`config.mk`:
```
export PLATFORM = sky130hd
export DESIGN_NAME = stats_frame_sequencer
export DESIGN_NICKNAME = d
export VERILOG_FILES = /design/src/pkg/stats_seq_pkg.sv /design/src/rtl/stats_frame_sequencer.sv
export SDC_FILE = /design/constraint.sdc
export NUM_CORES = 1
export LEC_CHECK = 0
export BUFFER_PORTS_ARGS = -buffer_cell sky130_fd_sc_hd__buf_2
export CAP_MARGIN = 20
export CORE_UTILIZATION = 45
export DETAILED_ROUTE_END_ITERATION = 16
export PLACE_DENSITY_LB_ADDON = 0.25
export SLEW_MARGIN = 20
export SYNTH_ARGS = -nofsm -noshare
export SYNTH_HDL_FRONTEND = slang
export SYNTH_SLANG_ARGS = --single-unit
```
`constraint.sdc`:
```
create_clock -name clk -period 3 [get_ports clk]
set_input_delay 0.3 -clock clk [delete_from_list [all_inputs] [get_ports clk]]
set_output_delay 0.3 -clock clk [all_outputs]
set_load 0.02 [all_outputs]
```
`src/pkg/stats_seq_pkg.sv`:
```
// Summary of operation
// - Short line sets error bit 0
// - Pixels beyond active width set error bit 1
// - Early frame start bit 2, late bit 3
// - Input ready low while clearing, then automatic
// - Downstream stall backs up into input ready
// - No output during first two lines
// - Excess pixels dropped until end of line
// - Clear takes 256, 1024 or 4096 cycles
// - Histograms fully cleared before any acquisition
// - Reset order: clear, wait frame, acquire
// - Acquire only on frame start rising edge
// - Measurement frozen while readout is active
// - Memories re-cleared after every readout
// - Held in reset while reset low
// - Hold bit picks readout, else re-clear
// - Done flag raised when acquisition ends
// - Hold bit cleared: re-clear, then acquire
package stats_seq_pkg;
  localparam int DATA_W = 24;
  localparam int SIZE_W = 13;
  localparam int ADDR_W = 12;
  localparam int ERR_W = 32;
  localparam int ERR_LINE_SHORT = 0;
  localparam int ERR_LINE_LONG = 1;
  localparam int ERR_FRAME_EARLY = 2;
  localparam int ERR_FRAME_LATE = 3;
  localparam logic [1:0] PREC_8 = 2'h0;
  localparam logic [1:0] PREC_10 = 2'h1;
  localparam logic [1:0] PREC_12 = 2'h2;
  localparam logic [ADDR_W-1:0] LAST_ADDR_8 = 12'h0FF;
  localparam logic [ADDR_W-1:0] LAST_ADDR_10 = 12'h3FF;
  localparam logic [ADDR_W-1:0] LAST_ADDR_12 = 12'hFFF;
  localparam logic [1:0] WARM_LINES = 2'h2;
  localparam logic [ERR_W-1:0] ERR_RESET = 32'h0;

  typedef enum logic [1:0] {
    ST_CLEAR = 2'b00,
    ST_WAIT_SOF = 2'b01,
    ST_ACQUIRE = 2'b10,
    ST_READOUT = 2'b11
  } seq_state_e;

  typedef struct packed {
    logic [DATA_W-1:0] tdata;
    logic tuser;
    logic tlast;
    logic tvalid;
  } video_beat_s;

  typedef struct packed {
    logic [SIZE_W-1:0] active_width;
    logic [SIZE_W-1:0] active_height;
    logic [1:0] precision;
    logic hold_readout;
  } seq_cfg_s;

  typedef struct packed {
    seq_state_e state;
    logic done;
    logic readout_active;
  } seq_status_s;
endpackage

```
`src/rtl/stats_frame_sequencer.sv`:
```
`timescale 1ns/1ps
`default_nettype none
module stats_frame_sequencer (
  input wire logic clk,
  input wire logic ce,
  input wire logic rstn,
  input wire stats_seq_pkg::seq_cfg_s cfg,
  input wire logic [3:0] err_clear,
  input wire logic done_clear,
  input wire stats_seq_pkg::video_beat_s s_beat,
  output logic s_tready,
  output stats_seq_pkg::video_beat_s m_beat,
  input wire logic m_tready,
  output logic [stats_seq_pkg::ERR_W-1:0] stream_error_flags,
  output stats_seq_pkg::seq_status_s status,
  output logic clr_we,
  output logic [stats_seq_pkg::ADDR_W-1:0] clr_addr,
  output logic meas_en,
  output logic acq_done
);
  import stats_seq_pkg::*;

  ////////////////////////////////////////////////////////////////////
  // Decoding helpers

  function automatic logic [ADDR_W-1:0] last_addr(
    input logic [1:0] prec
  );
    logic [ADDR_W-1:0] a;
    a = LAST_ADDR_12;
    if (prec == PREC_8) begin
      a = LAST_ADDR_8;
    end else if (prec == PREC_10) begin
      a = LAST_ADDR_10;
    end
    return a;
  endfunction

  ////////////////////////////////////////////////////////////////////
  // State and counters

  seq_state_e state_q;
  seq_state_e state_d;
  logic [ADDR_W-1:0] addr_q;
  logic [ADDR_W-1:0] addr_d;
  logic [SIZE_W-1:0] pix_q;
  logic [SIZE_W-1:0] pix_d;
  logic [SIZE_W-1:0] line_q;
  logic [SIZE_W-1:0] line_d;
  logic [SIZE_W-1:0] acq_line_q;
  logic [SIZE_W-1:0] acq_line_d;
  logic [1:0] warm_q;
  logic [1:0] warm_d;
  logic started_q;
  logic seen_sof_q;
  logic sof_prev_q;
  logic done_q;
  logic acq_done_q;
  logic [3:0] err_q;
  logic [3:0] err_set;
  video_beat_s out_q;

  ////////////////////////////////////////////////////////////////////
  // Stream decode

  wire run = ce && (state_q != ST_CLEAR);
  wire out_free = !out_q.tvalid || m_tready;
  wire beat = s_beat.tvalid && s_tready;
  wire sof_beat = beat && s_beat.tuser;
  wire eol_beat = beat && s_beat.tlast;
  wire excess = (pix_q >= cfg.active_width);
  wire warm_done = (warm_q == WARM_LINES);
  wire fwd = beat && warm_done && !excess;
  wire sof_rise = sof_beat && !sof_prev_q;
  wire clear_last = (addr_q == last_addr(cfg.precision));
  wire acq_end = (state_q == ST_ACQUIRE) && eol_beat
    && (acq_line_q + 13'h1 >= cfg.active_height);

  // Clearing blocks input; stall lets the output stage fill first
  assign s_tready = run && out_free;

  ////////////////////////////////////////////////////////////////////
  // Error detection

  always_comb begin
    err_set = 4'h0;
    // The end beat itself is a pixel, hence the plus one
    if (eol_beat && (pix_q + 13'h1 < cfg.active_width)) begin
      err_set[ERR_LINE_SHORT] = 1'b1;
    end
    if (beat && excess) begin
      err_set[ERR_LINE_LONG] = 1'b1;
    end
    if (sof_beat && seen_sof_q) begin
      if (line_q < cfg.active_height) begin
        err_set[ERR_FRAME_EARLY] = 1'b1;
      end
      if (line_q > cfg.active_height) begin
        err_set[ERR_FRAME_LATE] = 1'b1;
      end
    end
  end

  genvar gi;
  generate
    for (gi = 0; gi < 4; gi++) begin : g_err
      // Set beats clear so no fault is lost in the clear cycle
      always_ff @(posedge clk or negedge rstn) begin
        if (!rstn) begin
          err_q[gi] <= 1'b0;
        end else if (err_set[gi]) begin
          err_q[gi] <= 1'b1;
        end else if (err_clear[gi]) begin
          err_q[gi] <= 1'b0;
        end
      end
    end
  endgenerate

  assign stream_error_flags = {{(ERR_W-4){1'b0}}, err_q} | ERR_RESET;

  ////////////////////////////////////////////////////////////////////
  // Line and frame counters

  always_comb begin
    pix_d = pix_q;
    line_d = line_q;
    if (beat) begin
      if (s_beat.tlast) begin
        pix_d = '0;
      end else if (!excess) begin
        pix_d = pix_q + 13'h1;
      end
    end
    if (sof_beat) begin
      line_d = s_beat.tlast ? 13'h1 : 13'h0;
    end else if (eol_beat) begin
      line_d = line_q + 13'h1;
    end
  end

  // Output held off for two lines after the first clear finishes
  always_comb begin
    warm_d = warm_q;
    if (started_q && eol_beat && !warm_done) begin
      warm_d = warm_q + 2'h1;
    end
  end

  always_ff @(posedge clk or negedge rstn) begin
    if (!rstn) begin
      pix_q <= '0;
      line_q <= '0;
      warm_q <= '0;
      seen_sof_q <= 1'b0;
      sof_prev_q <= 1'b0;
    end else if (ce) begin
      pix_q <= pix_d;
      line_q <= line_d;
      warm_q <= warm_d;
      if (sof_beat) begin
        seen_sof_q <= 1'b1;
      end
      if (beat) begin
        sof_prev_q <= s_beat.tuser;
      end
    end
  end

  ////////////////////////////////////////////////////////////////////
  // Output stage

  // Excess pixels are taken and dropped so the line can drain
  always_ff @(posedge clk or negedge rstn) begin
    if (!rstn) begin
      out_q <= '0;
    end else if (ce) begin
      if (fwd) begin
        out_q <= s_beat;
        out_q.tvalid <= 1'b1;
      end else if (m_tready) begin
        out_q.tvalid <= 1'b0;
      end
    end
  end

  assign m_beat = out_q;

  ////////////////////////////////////////////////////////////////////
  // Processing sequence

  always_comb begin
    state_d = state_q;
    addr_d = addr_q;
    acq_line_d = acq_line_q;
    unique case (state_q)
      ST_CLEAR: begin
        addr_d = addr_q + 12'h1;
        if (clear_last) begin
          addr_d = '0;
          state_d = ST_WAIT_SOF;
        end
      end
      ST_WAIT_SOF: begin
        acq_line_d = '0;
        if (sof_rise) begin
          state_d = ST_ACQUIRE;
          acq_line_d = s_beat.tlast ? 13'h1 : 13'h0;
        end
      end
      ST_ACQUIRE: begin
        if (eol_beat) begin
          acq_line_d = acq_line_q + 13'h1;
        end
        if (acq_end) begin
          state_d = cfg.hold_readout ? ST_READOUT : ST_CLEAR;
        end
      end
      ST_READOUT: begin
        if (!cfg.hold_readout) begin
          state_d = ST_CLEAR;
        end
      end
    endcase
  end

  always_ff @(posedge clk or negedge rstn) begin
    if (!rstn) begin
      state_q <= ST_CLEAR;
      addr_q <= '0;
      acq_line_q <= '0;
    end else if (ce) begin
      state_q <= state_d;
      addr_q <= addr_d;
      acq_line_q <= acq_line_d;
    end
  end

  always_ff @(posedge clk or negedge rstn) begin
    if (!rstn) begin
      started_q <= 1'b0;
    end else if (ce && (state_q == ST_CLEAR) && clear_last) begin
      started_q <= 1'b1;
    end
  end

  ////////////////////////////////////////////////////////////////////
  // Done flag and strobes

  // Set wins against a clear arriving in the same cycle
  always_ff @(posedge clk or negedge rstn) begin
    if (!rstn) begin
      done_q <= 1'b0;
      acq_done_q <= 1'b0;
    end else begin
      acq_done_q <= ce && acq_end;
      if (ce && acq_end) begin
        done_q <= 1'b1;
      end else if (done_clear) begin
        done_q <= 1'b0;
      end
    end
  end

  assign acq_done = acq_done_q;
  assign clr_we = ce && (state_q == ST_CLEAR);
  assign clr_addr = addr_q;
  // Readout state blocks updates of the single-buffered data
  assign meas_en = beat && !excess
    && ((state_q == ST_ACQUIRE) || ((state_q == ST_WAIT_SOF) && sof_rise));
  assign status.state = state_q;
  assign status.done = done_q;
  assign status.readout_active = (state_q == ST_READOUT);
endmodule // stats_frame_sequencer
`default_nettype wire

```
==> impl_metrics.json, run 1 <==
{
  "end_kind": "flop",
  "min_period_ps": 2870,
  "grt_pass1_wl_um": 24800,
  "rr_worst_depth": 9,
  "io_buffers": 115,
  "setup_violations": 0,
  "netlist_top_cells_area": "dfrtp_1, ha_1, mux2_2, buf_4, nand2_1",
  "fin_crit_sh": 0.958,
  "synthesis.area_um2": 6180,
  "synthSimpleGateAreaFrac": 0.202,
  "yosys.area.top_type_share": 0.368,
  "multiInputGateArea_um2": 3550,
  "setup_tns_ps": 0,
  "fp.dieW_um": 119,
  "final_cell_mix": "buf_2, dfrtp_1, ha_1",
  "insertion_delay_ps": 350,
  "crit_chain": "nand4_1 -> or4_4 -> xnor2_1 -> ha_1 -> a21oi_1 -> o21ai_0 -> a2111oi_2 -> a211oi_2 -> a41o_2",
  "leakage_nw": 3.65,
  "numClockSinks": 91,
  "grt_usage": 0.218,
  "routabilityCongestion": 0.865,
  "synthXorXnorAreaFrac": 0.0538,
  "regArea_um2": 2280,
  "ys.flop_type": "dfrtp_1",
  "ys_seq_area_frac": 0.368,
  "initial_core_util": 0.463,
  "maxSlewHeadroom": 0.604,
  "routedWlPerCell_um": 15.3,
  "path_class": "flop to flop",
  "skew_ps": 10.1,
  "core_um2": 13300,
  "area_growth_pct": 16.8,
  "synthMuxAreaShare": 0.0490,
  "clk_pin_slew_ps": 60,
  "max_freq_mhz": 348,
  "ios": 144,
  "synth_edf_count": 0,
  "layout.cells.non_filler": 958,
  "cap_violations": 0,
  "tightestPinTransition_ps": 589,
  "clockRootBuffer": "clkbuf_16",
  "first_global_vias": 5171,
  "avgSynthCellArea_um2": 9.37,
  "yosysWarnings": 0,
  "start_kind": "flop",
  "yosys.area_share.adder": 0.117,
  "finalCoreUtilization": 0.541,
  "htreeDepth": 3,
  "cp_max_fo": 4,
  "max_stage_delay_ps": 610,
  "routed_via_density": 5.48,
  "grt_overflow_total": 0,
  "dp_cells": 941,
  "synth-compound-area-share": 0.131,
  "dr.pass1.iters": 5,
  "finalMaxSlewViolations": 0,
  "final_hold_viol_count": 0,
  "cp.required_ps": 3240,
  "grt_max_degree": 48,
  "critPathSlowestCell": "or4_4",
  "worst_slack_ps": 127,
  "synth_top_family_by_area": "simple AND/OR/NAND/NOR gates",
  "antenna_found_initial": 0,
  "fp-row-count": 42,
  "postRouteAntennaNets": 0,
  "drive_gt1_frac": 0.251,
  "clk_path_buf_depth": 2,
  "yosysTopAreaCell": "dfrtp_1",
  "die-height_um": 119,
  "powerDensity_nw_per_um2": 612,
  "cts-buffers-inserted": 9,
  "place_area_um2": 6870,
  "dp_hpwl_um": 11200,
  "drc": 0,
  "finalNetCount": 900,
  "fp.dieArea_um2": 14200,
  "post-place-ws_ps": -154,
  "final_common_cell": "buf_2",
  "hold_depth": 2,
  "vdd_drop_max_mv": 0.422,
  "antenna_cells": 0,
  "routed_wl_um": 14700,
  "vias": 5246,
  "drt_first_iter_violations": 305,
  "critical_path_arrival_ps": 3110,
  "hold_path.class": "input port to flop",
  "nFillCells": 1230,
  "design_area_um2": 7230,
  "status": "finished clean",
  "synthCells": 660,
  "synth.distinct_cells": 65,
  "ys_seq_elements": 91,
  "async_reset_ff_frac": 1.00,
  "cts_tree": "built",
  "rsz0062_at_grt": "no"
}
per-layer routing:
metal  up-vias  GRT usage  wire length [µm]  part of all wire
li1       2545          -                 -                 -
met1      2507      0.279              6480              0.44
met2       171      0.364              7140              0.49
met3        23     0.0364               781             0.053
met4         0     0.0902               305             0.021
met5         -          0                 0                 0
state kept, by name, summed over array words and instances, names as in the netlist:
signal and flops:
acq_line_q 13, warm_q 2, done_q 1, pix_q 13, started_q 1, sof_prev_q 1, m_beat 27, acq_done 1
stream_error_flags 4, line_q 13, state_q 2, clr_addr 12, seen_sof_q 1
path summary, 6_finish.rpt:
kind | endpoint | from | slack, ps
worst max-delay path | state_q[0] | acq_line_q[2] | 130
worst min-delay path | stream_error_flags[1] | err_clear[1] | 140
worst max register to register | state_q[0] | acq_line_q[2] | 130
worst min register to register | started_q | started_q | 480
max in group asynchronous | m_beat[17] | rstn | 1710
min in group asynchronous | m_beat[10] | rstn | 500
synthesized netlist by cell type, drive strengths merged, types with 2 or more instances:
library cell and n:
nor3 11, xor2 19, a41oi 2, clkbuf 18, or3b 2, buf 36, or3 7, a21oi 30
ha 58, and2 3, dfrtp 91, nand3b 4, a221oi 4, nor2 41, or2 3, o2111ai 2
and3 7, inv 37, nor2b 16, o211ai 7, o31ai 4, a21o 9, nand4 25, xnor2 19
nand2 55, or4 3, nand3 29, a22o 10, nand2b 7, and4 6, o21ai 32, a311o 2
mux2 26, nor4 11, a211oi 3, a211o 3
power by group:
part,total (mW),switching [mW],internal (mW)
combinational,1.49,0.857,0.630
clock,1.21,0.481,0.728
sequential,1.72,0.219,1.50
area by class of cell:
cell class / instances / share of cell area
clock inverter: 7 / 0.0128
multi-input combinational: 505 / 0.492
sequential: 91 / 0.315
inverter: 37 / 0.0192
clock buffer: 9 / 0.0312
tap: 176 / 0.0305
timing repair buffer: 133 / 0.0990
kinds of logic after synthesis:
family                     count (synthesis)
and+or+nand+nor                          234
AOI/OAI and AO/OA                        120
DFF                                       91
buffers and inverters                     91
adders and majority gates                 58
xor gates and xnor gates                  38
muxes                                     27
other                                      1
stage by stage:
stage	power, mW	hold WS [ps]
6_report	4.42	145
5_1_grt	4.70	172
4_1_cts	4.46	137
3_5_place_dp	3.22	352
3_3_place_gp	3.16	348
2_1_floorplan	2.72	4.41
critical path, delay by kind of cell, from the launching register on:
family,cells,cell delay (ps)
DFF,1,380
adders and majority gates,1,310
AOI/OAI and AO/OA,5,1110
and+or+nand+nor,2,820
xor gates and xnor gates,1,150
repair_timing:
action	CTS	global route
gates resized for setup	4	3
hold endpoints to repair	45	0
pin swaps	0	2
endpoints found under the setup margin	4	4
hold buffers	1	0
buffers inserted	0	0
Power figures use the tool's default switching activity.
==> inputs of run 2 (changes only) <==
Settings changed: BUFFER_PORTS_ARGS -buffer_cell sky130_fd_sc_hd__buf_2 to -buffer_cell sky130_fd_sc_hd__buf_4, CORE_ASPECT_RATIO from default to 1.2.
==> impl_metrics.json, run 2 (synthesis results as in run 1) <==
{
  "largest_reg_flops": 27,
  "hold_buffers": 0,
  "cp.required_ps": 2700,
  "place_area_um2": 7140,
  "fp.dieArea_um2": 14200,
  "end_kind": "output port",
  "start_kind": "flop",
  "fp-row-count": 46,
  "design_area_um2": 7460,
  "rrSetupSlack_ps": 190,
  "violations": "negative hold slack",
  "power.total_mw": 4.49,
  "path_class": "flop to output port",
  "cp_max_fo": 7,
  "die-height_um": 130,
  "finalCoreUtilization": 0.561,
  "final_common_cell": "buf_4",
  "critPathTopFamily": "simple AND/OR/NAND/NOR gates",
  "min_period_ps": 2840,
  "crit_chain": "inv_1 -> ha_1 -> or3b_2 -> o2111ai_1 -> a21o_2 -> o21ai_0 -> nor4_2 -> buf_4",
  "hold_path.class": "input port to asynchronous set/reset pin",
  "finalMaxSlewViolations": 0,
  "numClockSinks": 91,
  "dr_wl_met2_um": 7380,
  "critPathSlowestCell": "or3b_2",
  "first_global_vias": 5302,
  "drc": 0,
  "powerDensity_nw_per_um2": 602,
  "io_buffers": 115,
  "dp_cells": 931,
  "dp_hpwl_um": 11000,
  "routed.top_layer": "met4",
  "antenna_found_initial": 0,
  "drt_first_iter_violations": 260,
  "fp.dieW_um": 109,
  "area_growth_pct": 20.7,
  "max_stage_delay_ps": 480,
  "r2r_start": "acq_line_q[4]",
  "wl_met3_um": 801,
  "routabilityCongestion": 0.865,
  "grt_usage": 0.216,
  "final_cell_mix": "buf_4, dfrtp_1, ha_1",
  "fin_crit_sh": 0.947,
  "maxSlewHeadroom": 0.641,
  "rsz0062_at_grt": "no",
  "grt_overflow_total": 0,
  "finalNetCount": 897,
  "skew_ps": 7.10,
  "insertion_delay_ps": 350,
  "cap_violations": 0,
  "wl_met1_um": 6100,
  "drive_gt1_frac": 0.247,
  "initial_core_util": 0.465,
  "grt_pass1_wl_um": 24200,
  "dr.pass1.iters": 5,
  "status": "finished with violations",
  "htreeDepth": 3,
  "clockRootBuffer": "clkbuf_16",
  "grt_max_degree": 92,
  "layout.cells.non_filler": 946,
  "postRouteAntennaNets": 0,
  "routed_wl_um": 14600,
  "routedWlPerCell_um": 15.5,
  "ios": 144,
  "whs_ps": -15.2,
  "routed_via_density": 5.58,
  "tightestPinTransition_ps": 534,
  "vias": 5283,
  "leakage_nw": 3.70,
  "antenna_cells": 0,
  "setup_violations": 0,
  "cts-buffers-inserted": 9,
  "path_buf_inv": 2,
  "clk_pin_slew_ps": 70,
  "max_freq_mhz": 352,
  "startpoint": "pix_q[0]",
  "cts_tree": "built",
  "clk_path_buf_depth": 2,
  "final_hold_viol_count": 8,
  "critical_path_arrival_ps": 2540,
  "core_um2": 13300,
  "vdd_drop_max_mv": 0.427
}
[run 2: worst register-to-register path: stages (launching register included)]
cell       delay, ps
dfrtp_1          420
nand4_1          200
or4_4            600
xnor2_1          150
ha_1             310
a21oi_1          140
o21ai_0          140
a2111oi_2        290
a211oi_2         150
buf_4            170
a21o_1           140
[run 2: power breakdown]
group / internal (mW) / switching [mW] / total (mW)
sequential: 1.51 / 0.231 / 1.74
clock: 0.664 / 0.481 / 1.15
combinational: 0.761 / 0.852 / 1.61
[run 2: final timing paths]
path | to | depth (start not counted)
worst max-delay path | meas_en | 8
worst min-delay path | clr_addr[1] | 2
worst max register to register | done_q | 10
worst min register to register | started_q | 1
max in group asynchronous | pix_q[12] | 2
min in group clk | stream_error_flags[1] | 2
[run 2: metrics by stage]
| stage | TNS (ps) | worst slack (ps) |
|---|---|---|
| 6_report | 0 | 160 |
| 3_5_place_dp | -54.0 | -30.7 |
| 4_1_cts | 0 | 24.1 |
| 2_1_floorplan | 0 | 103 |
| 3_3_place_gp | 0 | 83.3 |
| 5_1_grt | 0 | 39.9 |
[run 2: per-layer routing]
| layer | vias to the layer above | GRT usage |
|---|---|---|
| li1 | 2543 | - |
| met1 | 2549 | 0.259 |
| met2 | 163 | 0.377 |
| met3 | 28 | 0.0387 |
| met4 | 0 | 0.0970 |
| met5 | - | 0 |
[run 2: what timing repair did]
action / CTS / global route
setup buffers: 0 / 0
resized for setup: 3 / 4
endpoints found under the setup margin: 4 / 5
pin swaps: 0 / 2
[run 2: cell type report]
type / count / area, µm²
inverters: 37 / 139
clock inverters: 4 / 51.3
well taps: 168 / 210
multi-input cells: 505 / 3550
flip-flops and latches: 91 / 2280
fillers: 1200 / 5830
repair buffers: 130 / 988
clock buffers: 11 / 243
==> inputs of run 3 (changes only) <==
Settings changed: PLACE_DENSITY from default to 0.71, PLACE_DENSITY_LB_ADDON 0.25 to default.
==> impl_metrics.json, run 3 (synthesis results as in run 1) <==
{
  "drt_first_iter_violations": 282,
  "antenna_found_initial": 0,
  "end_kind": "output port",
  "status": "finished clean",
  "r2r_start": "acq_line_q[2]",
  "insertion_delay_ps": 350,
  "numClockSinks": 91,
  "min_period_ps": 2870,
  "dp_cells": 933,
  "cts_tree": "built",
  "initial_core_util": 0.465,
  "r2r-end": "state_q[0]",
  "vias": 5217,
  "worst_slack_ps": 134,
  "max_freq_mhz": 349,
  "routedWlPerCell_um": 15.4,
  "cp.required_ps": 2700,
  "fp.dieArea_um2": 14200,
  "ios": 144,
  "postRouteAntennaNets": 0,
  "whs_ps": 13.6,
  "finalMaxSlewViolations": 0,
  "routabilityCongestion": 0.903,
  "critical_path_arrival_ps": 2570,
  "dr.pass1.iters": 4,
  "max_stage_delay_ps": 480,
  "grt_max_degree": 60,
  "rrSetupSlack_ps": 150,
  "crit_chain": "inv_1 -> ha_1 -> or3b_2 -> o2111ai_1 -> a21o_2 -> o21ai_0 -> nor4_2 -> buf_4",
  "cp_max_fo": 6,
  "final_cell_mix": "buf_4, dfrtp_1, ha_1",
  "final_hold_viol_count": 0,
  "die-height_um": 130,
  "io_buffers": 115,
  "first_global_vias": 5126,
  "largest_reg_flops": 27,
  "htreeDepth": 3,
  "fp-row-count": 46,
  "start_kind": "flop",
  "area_growth_pct": 20.8,
  "core_um2": 13300,
  "drive_gt1_frac": 0.252,
  "antenna_cells": 0,
  "clk_pin_slew_ps": 60,
  "fp.dieW_um": 109,
  "leakage_nw": 3.70,
  "routed_via_density": 5.49,
  "dp_hpwl_um": 11200,
  "crit_end": "meas_en",
  "fin_crit_sh": 0.955,
  "cts-buffers-inserted": 9,
  "grt_overflow_total": 0,
  "grt_pass1_wl_um": 24000,
  "routed_wl_um": 14600,
  "tightestPinTransition_ps": 775,
  "rr_worst_depth": 9,
  "cap_violations": 0,
  "hold_path.class": "input port to asynchronous set/reset pin",
  "vdd_drop_max_mv": 0.592,
  "setup_violations": 0,
  "layout.cells.non_filler": 951,
  "maxSlewHeadroom": 0.483,
  "clk_path_buf_depth": 2,
  "critPathSlowestCell": "or3b_2",
  "finalNetCount": 902,
  "finalCoreUtilization": 0.562,
  "startpoint": "pix_q[0]",
  "power.total_mw": 4.41,
  "path_class": "flop to output port",
  "drc": 0,
  "clockRootBuffer": "clkbuf_16",
  "final_common_cell": "buf_4",
  "post-place-ws_ps": -166,
  "grt_usage": 0.214,
  "powerDensity_nw_per_um2": 591,
  "skew_ps": 6.15
}
==> run 3: changes by cell type in the layout (fill, tap and decap cells not counted), sizes merged <==
cell	before	now
clkinvlp	1	2
clkinv	2	3
bufinv	1	0
clkbuf	11	10
buf	130	135
==> run 3: routing by layer <==
| layer | wire length [µm] | global-route usage | up-vias |
|---|---|---|---|
| li1 | - | - | 2548 |
| met1 | 6210 | 0.266 | 2494 |
| met2 | 7310 | 0.363 | 147 |
| met3 | 752 | 0.0382 | 28 |
| met4 | 335 | 0.0954 | 0 |
| met5 | 0 | 0 | - |
==> run 3: worst min path at each step <==
stage	from	to	cells after the start
global placement	rstn	stream_error_flags[2]	1
global route	rstn	line_q[12]	1
floorplan	rstn	acq_done	0
detailed placement	rstn	line_q[12]	1
finish	rstn	line_q[12]	1
CTS	rstn	line_q[12]	1
==> run 3: worst max-delay path, delay by kind of cell (launching register included) <==
kind	cells	cell delay (ps)
AO/OA/AOI/OAI	3	430
adder cells (fa/ha/maj)	1	230
buffers and inverters	2	300
flip-flops	1	440
AND/OR/NAND/NOR	2	810
==> run 3: power by group <==
part | internal (mW) | switching (mW)
logic | 0.771 | 0.860
clock network | 0.575 | 0.472
registers | 1.51 | 0.228
total | 2.85 | 1.56
==> run 3: final cells by class <==
class,count,area [µm²]
Clock buffer,10,239
Clock inverter,5,30.0
Fill cell,1186,5830
Inverter,37,139
Multi-Input combinational cell,505,3550
Sequential cell,91,2280
Tap cell,168,210
Timing Repair Buffer,135,1030
==> run 3: what timing repair did <==
action	CTS	global route
pin swaps	0	3
gates cloned	0	0
setup buffers	0	3
hold buffers	0	0
gates resized for setup	5	1
endpoints found under the setup margin	3	3
==> run 3: through the flow <==
| step | setup TNS (ps) | area (µm²) |
|---|---|---|
| floorplan | 0 | 6290 |
| finish | 0 | 7470 |
| global placement | 0 | 7160 |
| detailed placement | -205 | 7160 |
| CTS | 0 | 7450 |
| global route | -2.61 | 7470 |
